### src/ccap_pkg.sv
// package for the capture control slice, channels 2 and 3
// assumes an AXI4-Lite slave with 32-bit data, one word per register
package ccap_pkg;
  localparam logic [7:0] CCAP_OFS_CTRL      = 8'h54;
  localparam logic [7:0] CCAP_OFS_RISE2     = 8'h68;
  localparam logic [7:0] CCAP_OFS_FALL2     = 8'h6c;
  localparam logic [7:0] CCAP_OFS_RISE3     = 8'h70;
  localparam logic [7:0] CCAP_OFS_FALL3     = 8'h74;
  localparam logic [7:0] CCAP_OFS_IRQ_STAT  = 8'h80;
  localparam logic [7:0] CCAP_OFS_IRQ_EN    = 8'h84;
  localparam logic [7:0] CCAP_OFS_IRQ_CLR   = 8'h88;
  // field positions within a channel's 8-bit lane
  localparam int CCAP_B_INV   = 0;
  localparam int CCAP_B_RIE   = 1;
  localparam int CCAP_B_FIE   = 2;
  localparam int CCAP_B_CEN   = 3;
  localparam int CCAP_B_IF    = 4;
  localparam int CCAP_B_RLF   = 6;
  localparam int CCAP_B_FLF   = 7;
  localparam int CCAP_LANE_CH2 = 0;
  localparam int CCAP_LANE_CH3 = 16;
  localparam logic [7:0]  CCAP_LANE_RW_MASK = 8'h0f;
  localparam logic [31:0] CCAP_CTRL_RESET   = 32'h0000_0000;
  localparam logic [15:0] CCAP_LATCH_RESET  = 16'h0000;
  localparam int CCAP_CNT_W = 16;
  localparam logic [1:0] CCAP_RESP_OKAY   = 2'b00;
  localparam logic [1:0] CCAP_RESP_SLVERR = 2'b10;
  // msb first: lane bit 3 down to lane bit 0
  typedef struct packed {
    logic cap_en;
    logic fall_ie;
    logic rise_ie;
    logic inv;
  } ccap_cfg_s;
  typedef struct packed {
    logic rise;
    logic fall;
  } ccap_edge_s;
endpackage : ccap_pkg

### src/ccap_edge.sv
// edge detector for one capture channel
// assumes pin input already synchronised to aclk
`timescale 1ns/1ps
module ccap_edge
  import ccap_pkg::*;
(
  input  wire logic       aclk,
  input  wire logic       aresetn,
  input  wire logic       clk_en,
  input  wire logic       pin_sync,
  input  wire ccap_cfg_s  cfg,
  output ccap_edge_s      edges
);
  logic level;
  logic prev_q;
  assign level = pin_sync ^ cfg.inv;
  always_ff @(posedge aclk) begin
    if (!aresetn) begin
      prev_q <= 1'b0;
    end else if (clk_en) begin
      prev_q <= level;
    end
  end
  assign edges.rise = clk_en & level & ~prev_q;
  assign edges.fall = clk_en & ~level & prev_q;
endmodule : ccap_edge

### src/ccap_top.sv
// capture control slice for channels 2 and 3 with AXI4-Lite registers
// assumes pin inputs are asynchronous; counter and polarity on aclk
//
// Local design decisions: the AXI4-Lite interface to the registers and the register offsets.
`timescale 1ns/1ps
module ccap_top
  import ccap_pkg::*;
#(
  parameter int CNT_W = CCAP_CNT_W
) (
  input  wire logic             aclk,
  input  wire logic             aresetn,
  input  wire logic             clk_en,
  input  wire logic [1:0]       cap_pin,
  input  wire logic [CNT_W-1:0] pwm_count,
  input  wire logic             flag_clear_polarity,
  input  wire logic             s_axi_awvalid,
  output logic                  s_axi_awready,
  input  wire logic [7:0]       s_axi_awaddr,
  input  wire logic             s_axi_wvalid,
  output logic                  s_axi_wready,
  input  wire logic [31:0]      s_axi_wdata,
  input  wire logic [3:0]       s_axi_wstrb,
  output logic                  s_axi_bvalid,
  input  wire logic             s_axi_bready,
  output logic [1:0]            s_axi_bresp,
  input  wire logic             s_axi_arvalid,
  output logic                  s_axi_arready,
  input  wire logic [7:0]       s_axi_araddr,
  output logic                  s_axi_rvalid,
  input  wire logic             s_axi_rready,
  output logic [31:0]           s_axi_rdata,
  output logic [1:0]            s_axi_rresp,
  output logic                  irq
);
  // pin synchroniser
  logic [1:0] pin_s1_q;
  logic [1:0] pin_s2_q;
  always_ff @(posedge aclk) begin
    if (!aresetn) begin
      pin_s1_q <= 2'b00;
      pin_s2_q <= 2'b00;
    end else if (clk_en) begin
      pin_s1_q <= cap_pin;
      pin_s2_q <= pin_s1_q;
    end
  end

  // per-channel state, index 0 = channel 2, index 1 = channel 3
  ccap_cfg_s        cfg_q   [2];
  logic [1:0]       irqf_q;
  logic [1:0]       rlf_q;
  logic [1:0]       flf_q;
  logic [CNT_W-1:0] rise_val_q [2];
  logic [CNT_W-1:0] fall_val_q [2];
  logic [1:0]       stat_q;
  logic [1:0]       en_q;

  // write channel: capture address and data independently
  logic       aw_have_q;
  logic       w_have_q;
  logic [7:0] aw_addr_q;
  logic [31:0] w_data_q;
  logic [3:0] w_strb_q;
  logic       wr_fire;
  logic       wr_ok;
  logic       ctrl_wr;
  logic       clr_wr;
  logic       en_wr;

  // no handshake is offered while the block is frozen
  assign s_axi_awready = clk_en & ~aw_have_q & ~s_axi_bvalid;
  assign s_axi_wready  = clk_en & ~w_have_q & ~s_axi_bvalid;
  assign wr_fire = clk_en & aw_have_q & w_have_q & ~s_axi_bvalid;
  assign ctrl_wr = wr_fire & (aw_addr_q[7:2] == CCAP_OFS_CTRL[7:2]);
  assign clr_wr  = wr_fire & (aw_addr_q[7:2] == CCAP_OFS_IRQ_CLR[7:2]);
  assign en_wr   = wr_fire & (aw_addr_q[7:2] == CCAP_OFS_IRQ_EN[7:2]);
  assign wr_ok   = ctrl_wr | clr_wr | en_wr;

  always_ff @(posedge aclk) begin
    if (!aresetn) begin
      aw_have_q <= 1'b0;
      w_have_q  <= 1'b0;
      aw_addr_q <= 8'h00;
      w_data_q  <= 32'h0000_0000;
      w_strb_q  <= 4'h0;
    end else if (clk_en) begin
      if (s_axi_awvalid && s_axi_awready) begin
        aw_have_q <= 1'b1;
        aw_addr_q <= s_axi_awaddr;
      end else if (wr_fire) begin
        aw_have_q <= 1'b0;
      end
      if (s_axi_wvalid && s_axi_wready) begin
        w_have_q <= 1'b1;
        w_data_q <= s_axi_wdata;
        w_strb_q <= s_axi_wstrb;
      end else if (wr_fire) begin
        w_have_q <= 1'b0;
      end
    end
  end

  always_ff @(posedge aclk) begin
    if (!aresetn) begin
      s_axi_bvalid <= 1'b0;
      s_axi_bresp  <= CCAP_RESP_OKAY;
    end else if (clk_en) begin
      if (wr_fire) begin
        s_axi_bvalid <= 1'b1;
        s_axi_bresp  <= wr_ok ? CCAP_RESP_OKAY : CCAP_RESP_SLVERR;
      end else if (s_axi_bready) begin
        s_axi_bvalid <= 1'b0;
      end
    end
  end

  // channel logic
  ccap_edge_s edges [2];
  genvar ch;
  generate
    for (ch = 0; ch < 2; ch++) begin : g_ch
      localparam int LANE = (ch == 0) ? CCAP_LANE_CH2 : CCAP_LANE_CH3;
      localparam int BYTE = LANE / 8;
      logic [7:0] wlane;
      logic       lane_wr;
      logic       cap_rise;
      logic       cap_fall;
      logic       if_set;
      logic       rl_clr;
      logic       fl_clr;

      assign wlane   = w_data_q[LANE +: 8];
      assign lane_wr = ctrl_wr & w_strb_q[BYTE];

      ccap_edge u_edge (
        .aclk     (aclk),
        .aresetn  (aresetn),
        .clk_en   (clk_en),
        .pin_sync (pin_s2_q[ch]),
        .cfg      (cfg_q[ch]),
        .edges    (edges[ch])
      );

      assign cap_rise = edges[ch].rise & cfg_q[ch].cap_en;
      assign cap_fall = edges[ch].fall & cfg_q[ch].cap_en;
      assign if_set = (cap_rise & cfg_q[ch].rise_ie)
                    | (cap_fall & cfg_q[ch].fall_ie);
      assign rl_clr = lane_wr & (wlane[CCAP_B_RLF] == flag_clear_polarity);
      assign fl_clr = lane_wr & (wlane[CCAP_B_FLF] == flag_clear_polarity);

      always_ff @(posedge aclk) begin
        if (!aresetn) begin
          cfg_q[ch]      <= CCAP_CTRL_RESET[LANE +: 4];
          irqf_q[ch]     <= 1'b0;
          rlf_q[ch]      <= 1'b0;
          flf_q[ch]      <= 1'b0;
          rise_val_q[ch] <= CNT_W'(CCAP_LATCH_RESET);
          fall_val_q[ch] <= CNT_W'(CCAP_LATCH_RESET);
          stat_q[ch]     <= 1'b0;
          en_q[ch]       <= 1'b0;
        end else if (clk_en) begin
          if (lane_wr) begin
            cfg_q[ch] <= wlane[3:0] & CCAP_LANE_RW_MASK[3:0];
          end
          // set wins over clear on every flag
          if (if_set) begin
            irqf_q[ch] <= 1'b1;
          end else if (lane_wr && wlane[CCAP_B_IF]) begin
            irqf_q[ch] <= 1'b0;
          end
          if (cap_rise) begin
            rlf_q[ch]      <= 1'b1;
            rise_val_q[ch] <= pwm_count;
          end else if (rl_clr) begin
            rlf_q[ch] <= 1'b0;
          end
          if (cap_fall) begin
            flf_q[ch]      <= 1'b1;
            fall_val_q[ch] <= pwm_count;
          end else if (fl_clr) begin
            flf_q[ch] <= 1'b0;
          end
          if (if_set) begin
            stat_q[ch] <= 1'b1;
          end else if (clr_wr && w_data_q[ch]) begin
            stat_q[ch] <= 1'b0;
          end
          if (en_wr) begin
            en_q[ch] <= w_data_q[ch];
          end
        end
      end
    end
  endgenerate

  assign irq = |(stat_q & en_q);

  // control register image, reserved bits zero
  logic [7:0]  lane_img [2];
  logic [31:0] ctrl_img;
  assign lane_img[0] = {flf_q[0], rlf_q[0], 1'b0, irqf_q[0], cfg_q[0]};
  assign lane_img[1] = {flf_q[1], rlf_q[1], 1'b0, irqf_q[1], cfg_q[1]};
  assign ctrl_img = {8'h00, lane_img[1], 8'h00, lane_img[0]};

  // read channel
  logic [31:0] rd_word;
  logic        rd_hit;
  logic [5:0]  ra;
  assign ra = s_axi_araddr[7:2];
  assign s_axi_arready = clk_en & ~s_axi_rvalid;
  always_comb begin
    rd_hit  = 1'b1;
    rd_word = 32'h0000_0000;
    if (ra == CCAP_OFS_CTRL[7:2]) begin
      rd_word = ctrl_img;
    end else if (ra == CCAP_OFS_RISE2[7:2]) begin
      rd_word = 32'(rise_val_q[0]);
    end else if (ra == CCAP_OFS_FALL2[7:2]) begin
      rd_word = 32'(fall_val_q[0]);
    end else if (ra == CCAP_OFS_RISE3[7:2]) begin
      rd_word = 32'(rise_val_q[1]);
    end else if (ra == CCAP_OFS_FALL3[7:2]) begin
      rd_word = 32'(fall_val_q[1]);
    end else if (ra == CCAP_OFS_IRQ_STAT[7:2]) begin
      rd_word = {30'h0000_0000, stat_q};
    end else if (ra == CCAP_OFS_IRQ_EN[7:2]) begin
      rd_word = {30'h0000_0000, en_q};
    end else if (ra == CCAP_OFS_IRQ_CLR[7:2]) begin
      rd_word = 32'h0000_0000;
    end else begin
      rd_hit = 1'b0;
    end
  end

  always_ff @(posedge aclk) begin
    if (!aresetn) begin
      s_axi_rvalid <= 1'b0;
      s_axi_rdata  <= 32'h0000_0000;
      s_axi_rresp  <= CCAP_RESP_OKAY;
    end else if (clk_en) begin
      if (s_axi_arvalid && s_axi_arready) begin
        s_axi_rvalid <= 1'b1;
        s_axi_rdata  <= rd_word;
        s_axi_rresp  <= rd_hit ? CCAP_RESP_OKAY : CCAP_RESP_SLVERR;
      end else if (s_axi_rready) begin
        s_axi_rvalid <= 1'b0;
      end
    end
  end
endmodule : ccap_top

### config.mk
export PLATFORM = sky130hd
export DESIGN_NAME = ccap_top
export DESIGN_NICKNAME = d
export VERILOG_FILES = /design/src/ccap_pkg.sv /design/src/ccap_edge.sv /design/src/ccap_top.sv
export SDC_FILE = /design/constraint.sdc
export NUM_CORES = 1
export LEC_CHECK = 0
export BUFFER_PORTS_ARGS = -buffer_cell sky130_fd_sc_hd__buf_2
export CAP_MARGIN = 5
export CORE_MARGIN = 2
export CORE_UTILIZATION = 45
export CTS_CLUSTER_DIAMETER = 150
export DETAILED_ROUTE_END_ITERATION = 10
export PLACE_DENSITY_LB_ADDON = 0.12
export RECOVER_POWER = 100
export SLEW_MARGIN = 15
export SYNTH_ARGS = -nofsm -noshare
export SYNTH_HDL_FRONTEND = slang
export SYNTH_SLANG_ARGS = --single-unit
### constraint.sdc
create_clock -name aclk -period 2.3 [get_ports aclk]
set_input_delay 0.115 -clock aclk [delete_from_list [all_inputs] [get_ports aclk]]
set_output_delay 0.115 -clock aclk [all_outputs]
set_load 0.02 [all_outputs]
; After elaboration in Yosys (flattened, before gate mapping)
; Memories as Yosys holds them, arrays and structs flattened.
; Cells that the tools add are included.
[word_totals]
input_bits = 79
n_memories = 3
ram_bits = 72
output_inout_bits = 42
wordCells = 204
ff_bits = 91
[classes]
mux = 71
eq_ne = 15
n_bitwise = 54
reduce_logical = 37
[mem_list]
columns = name, depth, width, rd, rd_clocked_by_memory_dff, wr, line_no
row1 = fall_val_q, 2, 16, 2, 0, 2, ccap_top.sv:55  ; logic [CNT_W-1:0] fall_val_q [2];
row2 = rise_val_q, 2, 16, 2, 0, 2, ccap_top.sv:54  ; logic [CNT_W-1:0] rise_val_q [2];
row3 = cfg_q, 2, 4, 2, 0, 2, ccap_top.sv:50  ; ccap_cfg_s cfg_q [2];
[op_table]
columns = op, count
row1 = $mux 16, 8
row2 = $mux 1, 56
row3 = $eq 6x5->1 const B, 6
row4 = $reduce_and 2->1, 17
row5 = $and 1x1->1, 33
row6 = $eq 6x6->1 const B, 5
row7 = $mux 24, 1
row8 = $reduce_bool 2->1, 12
row9 = $or 1x1->1, 10
row10 = $mux 2, 4
row11 = $mux 4, 2
row12 = $not 1->1, 8
row13 = $logic_and 1x1->1, 7
row14 = $eq 1x1->1, 4
row15 = $and 2x2->2, 1
row16 = $reduce_or 2->1, 1
row17 = $xor 1x1->1, 2

; Logic depth before layout (Yosys ltp)
; Gate-level depths: netlist (run 1).
; An unclocked memory read counts as a cell.
[depth]
depth_word = 11
ltp_mapped = 6
depth_no_buf = 4

; By module
; From an unflattened synthesis (run 1), not the netlist that was laid out.
[unflattened]
cells_unflattened = 554
hier_area_um2 = 6027.0
[modules_own_cells]
columns = module, seq_area_each_um2, n_inst, cells_each, area_each_um2
row1 = ccap_top, 3463.3, 1, 542, 5921.9
row2 = ccap_edge, 20.0, 2, 6, 52.6

; Worst setup path after synthesis (run 1)
; OpenSTA, ideal clock, no wires.
[synth_timing]
kind = register to register
from = mem cfg_q[0][0] (netlist name)
to = mem rise_val_q[0][0] (netlist name) (enable)
synth_period_minus_slack_ns = 1.748
arrival_time_ns = 1.376
setup_slack_ns = 0.552
required_ns = 1.928
setup_ns = 0.372
path_buffers = 0
path_stages_with_launch = 4
path_cell_list = edfxtp_1 -> xnor2_1 -> or3_4 -> nand2_1
[synth_rtl]
columns = element, line_no
row1 = from (decl), ccap_top.sv:50
row2 = to (decl), ccap_top.sv:54

==> results of run 1 <==
[worst paths after layout]
check | cells after the start | slack (ps) | from | to
hold / removal | 2 | 10 | pwm_count[5] | fall_val_q[0][5]
hold reg to reg | 2 | 430 | s_axi_rdata[9] | s_axi_rdata[9]
setup / recovery | 4 | 340 | cfg_q[1][0] | rise_val_q[1][2]
setup reg to reg | 4 | 340 | cfg_q[1][0] | rise_val_q[1][2]
[final cells by class]
cell class | instances | area (µm²) | share of cell area (%)
clock buffers | 19 | 443 | 5.83
clock inverters | 13 | 245 | 3.23
multi-input cells | 397 | 2360 | 31.1
well taps | 176 | 220 | 2.90
flip-flops and latches | 139 | 3500 | 46.1
inverters | 1 | 3.75 | 0.0494
repair buffers | 135 | 825 | 10.8
[through the flow]
step / utilization, % / cell area [µm²] / hold slack [ps] / cells / setup WS (ps)
6_report: 57.6 / 7600 / 11.0 / 880 / 339
3_5_place_dp: 50.3 / 6640 / 358 / 812 / 562
4_1_cts: 58.3 / 7690 / 0.682 / 880 / 548
3_3_place_gp: 50.3 / 6640 / 353 / 812 / 565
5_1_grt: 57.6 / 7600 / 15.1 / 880 / 231
2_1_floorplan: - / 6110 / 251 / 578 / 552
[synthesized netlist by cell type (all sizes together), types with 2 or more instances]
master / number / area share [%]
a211oi: 4 / 0.49
a22oi: 2 / 0.25
and3: 5 / 0.51
o22ai: 12 / 1.2
nand4: 4 / 0.41
nand2: 79 / 4.9
o211a: 2 / 0.33
xor2: 4 / 0.58
nand3: 15 / 1.2
and3b: 3 / 0.43
or3: 2 / 0.37
or4b: 2 / 0.33
dfxtp: 67 / 22
mux2i: 28 / 4.6
and2: 74 / 7.6
o22a: 2 / 0.29
o32ai: 4 / 0.58
nor3b: 3 / 0.54
xnor2: 2 / 0.29
nor2b: 16 / 1.6
nand3b: 4 / 0.56
o211ai: 13 / 1.6
nor3: 3 / 0.33
clkbuf: 15 / 0.99
nor2: 23 / 1.7
buf: 26 / 2.7
or2: 2 / 0.21
a32oi: 2 / 0.29
and4bb: 2 / 0.41
a31o: 4 / 0.58
a21oi: 47 / 3.9
edfxtp: 72 / 36
o21ai: 16 / 1.4
nand2b: 3 / 0.31
[layer usage]
layer | part of all wire [%] | vias to the layer above
li1 | - | 2244
met1 | 45 | 2206
met2 | 47 | 150
met3 | 6.2 | 19
met4 | 1.6 | 0
met5 | 0 | -
[logic make-up after synthesis]
logic type	after synthesis	synth area share, %
other	1	0.0617
and+or+nand+nor	243	21.9
DFF	139	57.6
AOI/OAI and AO/OA	109	11.1
muxes	28	4.61
xor gates and xnor gates	6	0.865
buffers and inverters	42	3.77
[power groups by stage]
stage                     Sequential [W]  Combinational, W  Clock [W]
after floorplan                  0.00280          0.000262          0
after global placement           0.00280          0.000414          0
after detailed placement         0.00280          0.000423          0
after CTS                        0.00275          0.000472    0.00322
after global routing             0.00276          0.000505    0.00335
final                            0.00275          0.000458    0.00317
[worst register-to-register path, cell delays in order, from the launching register on]
cell,delay (ps)
sky130_fd_sc_hd__edfxtp_1,410
sky130_fd_sc_hd__xnor2_1,210
sky130_fd_sc_hd__or3_4,430
sky130_fd_sc_hd__nand2_1,80
sky130_fd_sc_hd__clkbuf_2,450
[registers in the layout, indices dropped and copies added, names as in the netlist, 2 cells and up]
signal              flops
pin_s1_q                2
stat_q                  2
aw_addr_q               6
fall_val_q             32
en_q                    2
ctrl_img                6
g_ch.u_edge.prev_q      2
rise_val_q             32
w_strb_q                2
cfg_q                   8
w_data_q               14
s_axi_rdata            23
pin_s2_q                2
==> impl_metrics.json, run 1 <==
{
  "timing.critical_path.slowest_stage_cell": "sky130_fd_sc_hd__clkbuf_2",
  "timing.hold.worst.class": "in2reg",
  "clk_path_buf_depth": 2,
  "crit_path_end_kind": "flip-flop",
  "htree_num_levels": 4,
  "total_clock_buffers_created_by_cts": 17,
  "final.fill_count": 1157,
  "drt_iter0_markers": 286,
  "skew_ps": 5.73,
  "synth-async-reset-ratio_pct": 0,
  "intPower_w": 0.00504,
  "switching_fraction_of_total_power_pct": 21.0,
  "largest_net_degree_at_the_start_of_global_routing": 48,
  "path_cells": "xnor2_1 > or3_4 > nand2_1 > clkbuf_2",
  "clkSlewWorstSetupHoldPaths_ps": 60,
  "met2_usage_pct": 33.8,
  "peak_supply_drop_mv": 0.478,
  "switching_power_w": 0.00134,
  "drv.max_cap_violation_count": 0,
  "netlist_instances": 568,
  "worst_path_bufs_invs": 1,
  "tightest_slew_ps": 1030,
  "floorplan.die_area_mm2": 0.0145,
  "share_seq_of_total_power_pct": 43.1,
  "timing.fmax_mhz": 510,
  "worst_skew_pair.late_latency_ps": 420,
  "postRouteWirelength_um": 14600,
  "power.density_cell_area_mw_per_mm2": 840,
  "final_hold_viol_count": 0,
  "cts_repair_resize_count": 0,
  "synth.yosys.seq_area_share_pct": 57.6,
  "first_pass_grt_wire_length_um": 23200,
  "layout-drive-gt1-share_pct": 15.8,
  "critPathMaxFanout": 16,
  "power_frac_comb_pct": 7.2,
  "core-area_mm2": 0.0132,
  "start_util_pct": 46.1,
  "postCtsSetupRepairBufs": 0,
  "power_consumption_w": 0.00638,
  "global_route.peak_usage_layer": "met2",
  "grt_use_total_pct": 21.4,
  "synth.yosys.warnings": 0,
  "mostFrequentLayoutCell": "sky130_fd_sc_hd__nand2_1",
  "synth_edf_count": 72,
  "detailedPlacementHpwl_um": 9630,
  "post_synth_instance_area_mm2": 0.00608,
  "critical_path.startpoint_type": "flip-flop",
  "cts.root.buffer_cell": "sky130_fd_sc_hd__clkbuf_16",
  "global_route.usage.met3_pct": 5.71,
  "met1_usage_pct": 28.2,
  "layout.cells.most_common_list": "79 x sky130_fd_sc_hd__nand2_1, 72 x sky130_fd_sc_hd__edfxtp_1, 67 x sky130_fd_sc_hd__dfxtp_1",
  "run_status": "complete, no violations",
  "final.setup.tns_ps": 0,
  "dr.pass1.iters": 4,
  "min_period_ps": 1960,
  "core.rowCount": 42,
  "synth_flop_cell": "sky130_fd_sc_hd__edfxtp_1",
  "port_buffers": 85,
  "fp.dieW_um": 120,
  "via_count_of_the_first_global_routing_pass": 4477,
  "io-pin-count": 121,
  "tritoncts_clock_tree": "built",
  "vias": 4619,
  "worst_slew_margin_rel_pct": 31.5,
  "timing.critical_path.arrival_ps": 2020,
  "clkPwrFrac_pct": 49.7,
  "place_congestion": 0.787,
  "power_leakage_nw": 2.95,
  "yosys_register_bits": 139,
  "finish.net_count": 770,
  "ctsHoldBuffers": 36,
  "cts_num_sinks": 139,
  "grt_antenna_before_repair": 0,
  "synth_to_final_area_change_pct": 25.1,
  "post_synth_num_cell_types": 51,
  "post_drt_wl_per_cell_um": 16.6,
  "worstPathRequired_ps": 2360,
  "antenna_left": 0,
  "avgViaCountPerCell": 5.25,
  "grt_remaining_overflow": 0,
  "post-route-drc-count": 0,
  "diodes": 0,
  "report.final.slew_viol_count": 0,
  "rsz0062_at_grt": "false",
  "setup_viol": 0,
  "dieHeight_um": 120,
  "post_synth.cell_area_avg_um2": 10.7,
  "final_min_period_over_clock_period_pct": 85.2,
  "timing.critical_path.slowest_cell_delay_ps": 450,
  "kind_of_cell_adding_the_most_delay_to_the_critical_path": "simple AND/OR/NAND/NOR gates",
  "crit_type": "reg2reg"
}
No activity file was read; power rests on OpenSTA's default activity.
==> run 2, diff against run 1 <==
Settings changed: RECOVER_POWER 100 to 50.
==> run 2 against run 1 <==
  * Fmax is 6.0% higher
  * Highest routed layer unchanged
  * Via count hardly changed
  * Final area is 0.20% higher
  * Sequential share of layout area is 0.091 points lower
  * Clock-buffer cell count stayed put
  * Cell count stayed put
  * First-iteration DRC count is 2.1% higher
  * Clock power hardly changed
  * Critical path depth stayed put
  * Power hardly changed
  * Sequential power hardly changed
  * Core utilization is 0.11 points higher
==> impl_metrics.json, run 2 (same netlist as run 1, synthesis figures left out) <==
{
  "fin_hold_ws_ps": 9.73,
  "place_congestion": 0.787,
  "timing.critical_path.arrival_ps": 2120,
  "top_regs": "fall_val_q: 32 flops, rise_val_q: 32 flops, s_axi_rdata: 23 flops",
  "grt_remaining_overflow": 0,
  "worst_path_bufs_invs": 1,
  "placed_area_mm2": 0.00664,
  "report.final.slew_viol_count": 0,
  "via_count_of_the_first_global_routing_pass": 4477,
  "path_cells": "nand3b_2 > clkbuf_2 > o21ai_0 > a21oi_1",
  "worst_skew_pair.late_latency_ps": 420,
  "grt_antenna_before_repair": 0,
  "timing.fmax_mhz": 541,
  "fp.dieW_um": 120,
  "mostFrequentLayoutCell": "sky130_fd_sc_hd__nand2_1",
  "worst_slew_margin_rel_pct": 31.8,
  "avgViaCountPerCell": 5.25,
  "critPathMaxFanout": 18,
  "post-route-drc-count": 0,
  "rsz0062_at_grt": "false",
  "drt_iter0_markers": 292,
  "power_leakage_nw": 2.98,
  "vias": 4618,
  "floorplan.die_area_mm2": 0.0145,
  "grt_use_total_pct": 21.4,
  "peak_supply_drop_mv": 0.455,
  "post_drt_wl_per_cell_um": 16.6,
  "clk_path_buf_depth": 2,
  "skew_ps": 5.45,
  "timing.hold.worst.class": "in2reg",
  "finish.net_count": 770,
  "first_pass_grt_wire_length_um": 23200,
  "clkSlewWorstSetupHoldPaths_ps": 60,
  "detailedPlacementHpwl_um": 9630,
  "crit_type": "reg2reg",
  "crit_path_end_kind": "flip-flop",
  "setup_viol": 0,
  "worstPathRequired_ps": 2570,
  "postLayoutCellArea_mm2": 0.00761,
  "kind_of_cell_adding_the_most_delay_to_the_critical_path": "compound AO/OA/AOI/OAI gates",
  "min_period_ps": 1850,
  "cts_num_sinks": 139,
  "finalCoreUtilization_pct": 57.7,
  "layout-drive-gt1-share_pct": 15.8,
  "largest_net_degree_at_the_start_of_global_routing": 48,
  "seq_area_mm2": 0.00350,
  "timing.critical_path.slowest_stage_cell": "sky130_fd_sc_hd__o21ai_0",
  "synth_to_final_area_change_pct": 25.3,
  "cts.root.buffer_cell": "sky130_fd_sc_hd__clkbuf_16",
  "power.density_cell_area_mw_per_mm2": 839,
  "final.fill_count": 1155,
  "core.rowCount": 42,
  "multi_input_comb_area_mm2": 0.00236,
  "timing.critical_path.slowest_cell_delay_ps": 720,
  "io-pin-count": 121,
  "final_hold_viol_count": 0,
  "htree_num_levels": 4,
  "total_clock_buffers_created_by_cts": 17,
  "dieHeight_um": 120,
  "drv.max_cap_violation_count": 0,
  "antenna_left": 0,
  "postCtsSetupRepairBufs": 0,
  "postRouteWirelength_um": 14600,
  "critical_path.startpoint_type": "flip-flop",
  "tightest_slew_ps": 1020,
  "final_min_period_over_clock_period_pct": 80.4,
  "dr.pass1.iters": 5,
  "power_consumption_w": 0.00639,
  "layout.cells.most_common_list": "79 x sky130_fd_sc_hd__nand2_1, 72 x sky130_fd_sc_hd__edfxtp_1, 67 x sky130_fd_sc_hd__and2_1, 67 x sky130_fd_sc_hd__dfxtp_1, 53 x sky130_fd_sc_hd__buf_2",
  "core-area_mm2": 0.0132,
  "start_util_pct": 46.1,
  "diodes": 0,
  "port_buffers": 85,
  "run_status": "complete, no violations",
  "tritoncts_clock_tree": "built",
  "final.setup.tns_ps": 0
}
run 2: timing repair:
item	4_1_cts	5_1_grt
endpoints found under the hold margin	59	0
resized for setup	0	0
hold buffers	36	0
run 2: stage by stage:
step | setup WS, ps | cells
floorplan | 552 | 578
CTS | 548 | 880
global route | 304 | 880
finish | 450 | 880
detailed placement | 562 | 812
global placement | 565 | 812
run 2: final timing paths:
kind,startpoint,to,slack [ps],cells past startpoint
setup / recovery,s_axi_rvalid,s_axi_rdata[17],450,4
hold / removal,pwm_count[5],fall_val_q[0][5],10,2
setup reg to reg,s_axi_rvalid,s_axi_rdata[17],450,4
hold reg to reg,s_axi_rdata[9],s_axi_rdata[9],430,2
run 2: area by class of cell:
type | instances | area share [%]
Inverter | 1 | 0.0493
Sequential cell | 139 | 46.0
Clock inverter | 13 | 3.22
Timing Repair Buffer | 135 | 11.0
Multi-Input combinational cell | 397 | 31.1
Clock buffer | 19 | 5.82
Tap cell | 176 | 2.89
run 2: layer usage:
metal	GRT usage (%)	share of wire (%)	wire length, µm
met5	0	0	0
met4	8.21	1.7	253
met3	5.71	6.0	885
met2	33.8	47	6810
met1	28.2	46	6690
run 2: report_power, final:
part | total, W | switching [W] | internal, W
logic | 0.000462 | 0.000282 | 0.000181
clock network | 0.00318 | 0.00101 | 0.00216
registers | 0.00275 | 0.0000481 | 0.00270
==> run 3, diff against run 2 <==
Clock period 2.3 ns to 1.55 ns, I/O delays scaled along.
==> run 3 against run 2 <==
  * The run now ends with setup timing left
  * Sequential power grew 48%
  * Fmax grew 19%
  * Die area is the same
  * First-iteration DRC count grew 6.8%
  * Largest cell class unchanged
  * Largest power group is now sequential cells
  * Highest routed layer unchanged
==> impl_metrics.json, run 3 (same netlist as run 1, synthesis figures left out) <==
{
  "run_status": "finished with violations",
  "violations": "setup timing",
  "dr.pass1.iters": 4,
  "post-route-worst-setup-slack_ps": -6.62,
  "power.density_cell_area_mw_per_mm2": 1090,
  "crit_path_end_kind": "flip-flop",
  "layout-drive-gt1-share_pct": 21.5,
  "kind_of_cell_adding_the_most_delay_to_the_critical_path": "simple AND/OR/NAND/NOR gates",
  "largest_net_degree_at_the_start_of_global_routing": 29,
  "crit_cells": 4,
  "start_util_pct": 46.1,
  "port_buffers": 85,
  "intPower_w": 0.00680,
  "grt_remaining_overflow": 0,
  "power_frac_comb_pct": 9.2,
  "rsz0062_at_grt": "true",
  "vias": 4714,
  "path_cells": "xnor2_2 > or3_4 > nand2_4 > buf_12",
  "detailedPlacementHpwl_um": 9920,
  "crit_type": "reg2reg",
  "global_route.usage.met3_pct": 4.39,
  "place_congestion": 0.823,
  "critical_path.startpoint_type": "flip-flop",
  "total_clock_buffers_created_by_cts": 17,
  "tritoncts_clock_tree": "built",
  "final_hold_viol_count": 0,
  "hold_depth": 3,
  "post-route-drc-count": 0,
  "cts_num_sinks": 139,
  "htree_num_levels": 4,
  "drv.max_cap_violation_count": 0,
  "worst_slew_margin_rel_pct": 65.2,
  "depth_of_the_worst_register_to_register_path": 4,
  "power_consumption_w": 0.00877,
  "clkSlewWorstSetupHoldPaths_ps": 50,
  "skew_ps": 8.64,
  "core.rowCount": 42,
  "seq_area_mm2": 0.00351,
  "global_route.peak_usage_layer": "met2",
  "timing.hold.worst.class": "in2reg",
  "worst_skew_pair.late_latency_ps": 430,
  "switching_fraction_of_total_power_pct": 22.4,
  "finalCoreUtilization_pct": 60.7,
  "synth_to_final_area_change_pct": 31.8,
  "timing.critical_path.slowest_stage_cell": "sky130_fd_sc_hd__edfxtp_1",
  "setup_viol": 8,
  "timing.critical_path.slowest_cell_delay_ps": 420,
  "worst_path_bufs_invs": 1,
  "final.fill_count": 1115,
  "antenna_left": 0,
  "finish.net_count": 805,
  "worstPathRequired_ps": 1690,
  "met2_usage_pct": 35.1,
  "share_seq_of_total_power_pct": 46.6,
  "core-area_mm2": 0.0132,
  "clkPwrFrac_pct": 44.2,
  "avgViaCountPerCell": 5.15,
  "io-pin-count": 121,
  "timing.critical_path.arrival_ps": 1690,
  "cts.root.buffer_cell": "sky130_fd_sc_hd__clkbuf_16",
  "first_pass_grt_wire_length_um": 23800,
  "floorplan.die_area_mm2": 0.0145,
  "post_drt_wl_per_cell_um": 16.4,
  "fp.dieW_um": 120,
  "top_regs": "fall_val_q: 32 flops, rise_val_q: 32 flops, s_axi_rdata: 23 flops",
  "final.setup.tns_ps": -30.1,
  "min_period_ps": 1560,
  "via_count_of_the_first_global_routing_pass": 4648,
  "dieHeight_um": 120,
  "critPathMaxFanout": 8,
  "final_min_period_over_clock_period_pct": 100,
  "clk_path_buf_depth": 2,
  "report.final.slew_viol_count": 0,
  "layout.cells.most_common_list": "75 x sky130_fd_sc_hd__nand2_1, 73 x sky130_fd_sc_hd__and2_1, 72 x sky130_fd_sc_hd__edfxtp_1",
  "drt_iter0_markers": 312,
  "switching_power_w": 0.00197,
  "grt_use_total_pct": 21.8,
  "multi_input_comb_area_mm2": 0.00245,
  "met1_usage_pct": 29.0,
  "mostFrequentLayoutCell": "sky130_fd_sc_hd__nand2_1",
  "power_leakage_nw": 3.18,
  "grt_antenna_before_repair": 0,
  "diodes": 0,
  "peak_supply_drop_mv": 0.529,
  "tightest_slew_ps": 520,
  "timing.fmax_mhz": 642,
  "postRouteWirelength_um": 15000
}
-- run 3: changes by cell type in the layout (fill, tap and decap cells not counted), sizes merged --
cell         change
buf             +37
dlygate4sd3      +6
bufinv           -6
clkbuf           -2
-- run 3: worst reg2reg max path: stages (launching register included) --
cell                       delay [ps]
sky130_fd_sc_hd__edfxtp_1         420
sky130_fd_sc_hd__xnor2_2          190
sky130_fd_sc_hd__or3_4            390
sky130_fd_sc_hd__nand2_4          130
sky130_fd_sc_hd__buf_12           150
-- run 3: final timing paths --
path | start | slack, ps | endpoint
worst min-delay path | aresetn | 30 | en_q[0]
worst max register to register | cfg_q[1][0] | -7 | rise_val_q[1][5]
worst min register to register | s_axi_rdata[13] | 430 | s_axi_rdata[13]
worst max-delay path | cfg_q[1][0] | -7 | rise_val_q[1][5]
-- run 3: through the flow --
stage	setup slack, ps	cells	cell area, µm²	hold WS (ps)
final	-6.62	915	8010	25.9
after global routing	-75.6	915	8010	68.3
after CTS	-16.1	912	8010	21.1
after detailed placement	-60.4	834	6930	322
after global placement	-27.9	834	6930	315
after floorplan	0.132	578	6130	213
-- run 3: routing by layer --
| metal | wire length [µm] | vias to the layer above |
|---|---|---|
| li1 | - | 2318 |
| met1 | 6780 | 2224 |
| met2 | 7030 | 152 |
| met3 | 876 | 20 |
| met4 | 298 | 0 |
| met5 | 0 | - |
-- run 3: what timing repair did --
action                                 in CTS  in global routing
endpoints found under the hold margin      89                  0
setup endpoints to repair                  82                 71
resized for setup                           5                  6
setup buffers                               3                  3
hold buffers                               42                  0
cloned                                      1                  0
pin swaps                                   3                  2
-- run 3: area by class of cell --
class	instances	share of cell area, %
Inverter	1	0.0469
Multi-Input combinational cell	397	30.5
Clock inverter	7	0.781
Sequential cell	139	43.8
Clock buffer	25	6.38
Timing Repair Buffer	170	15.7
Tap cell	176	2.75
-- run 3: power groups by stage --
| stage | clock (W) | sequential, W | combinational (W) |
|---|---|---|---|
| detailed placement | 0 | 0.00415 | 0.000698 |
| CTS | 0.00393 | 0.00408 | 0.000804 |
| floorplan | 0 | 0.00416 | 0.000392 |
| global placement | 0 | 0.00415 | 0.000683 |
| finish | 0.00388 | 0.00408 | 0.000805 |
| global route | 0.00407 | 0.00410 | 0.000885 |
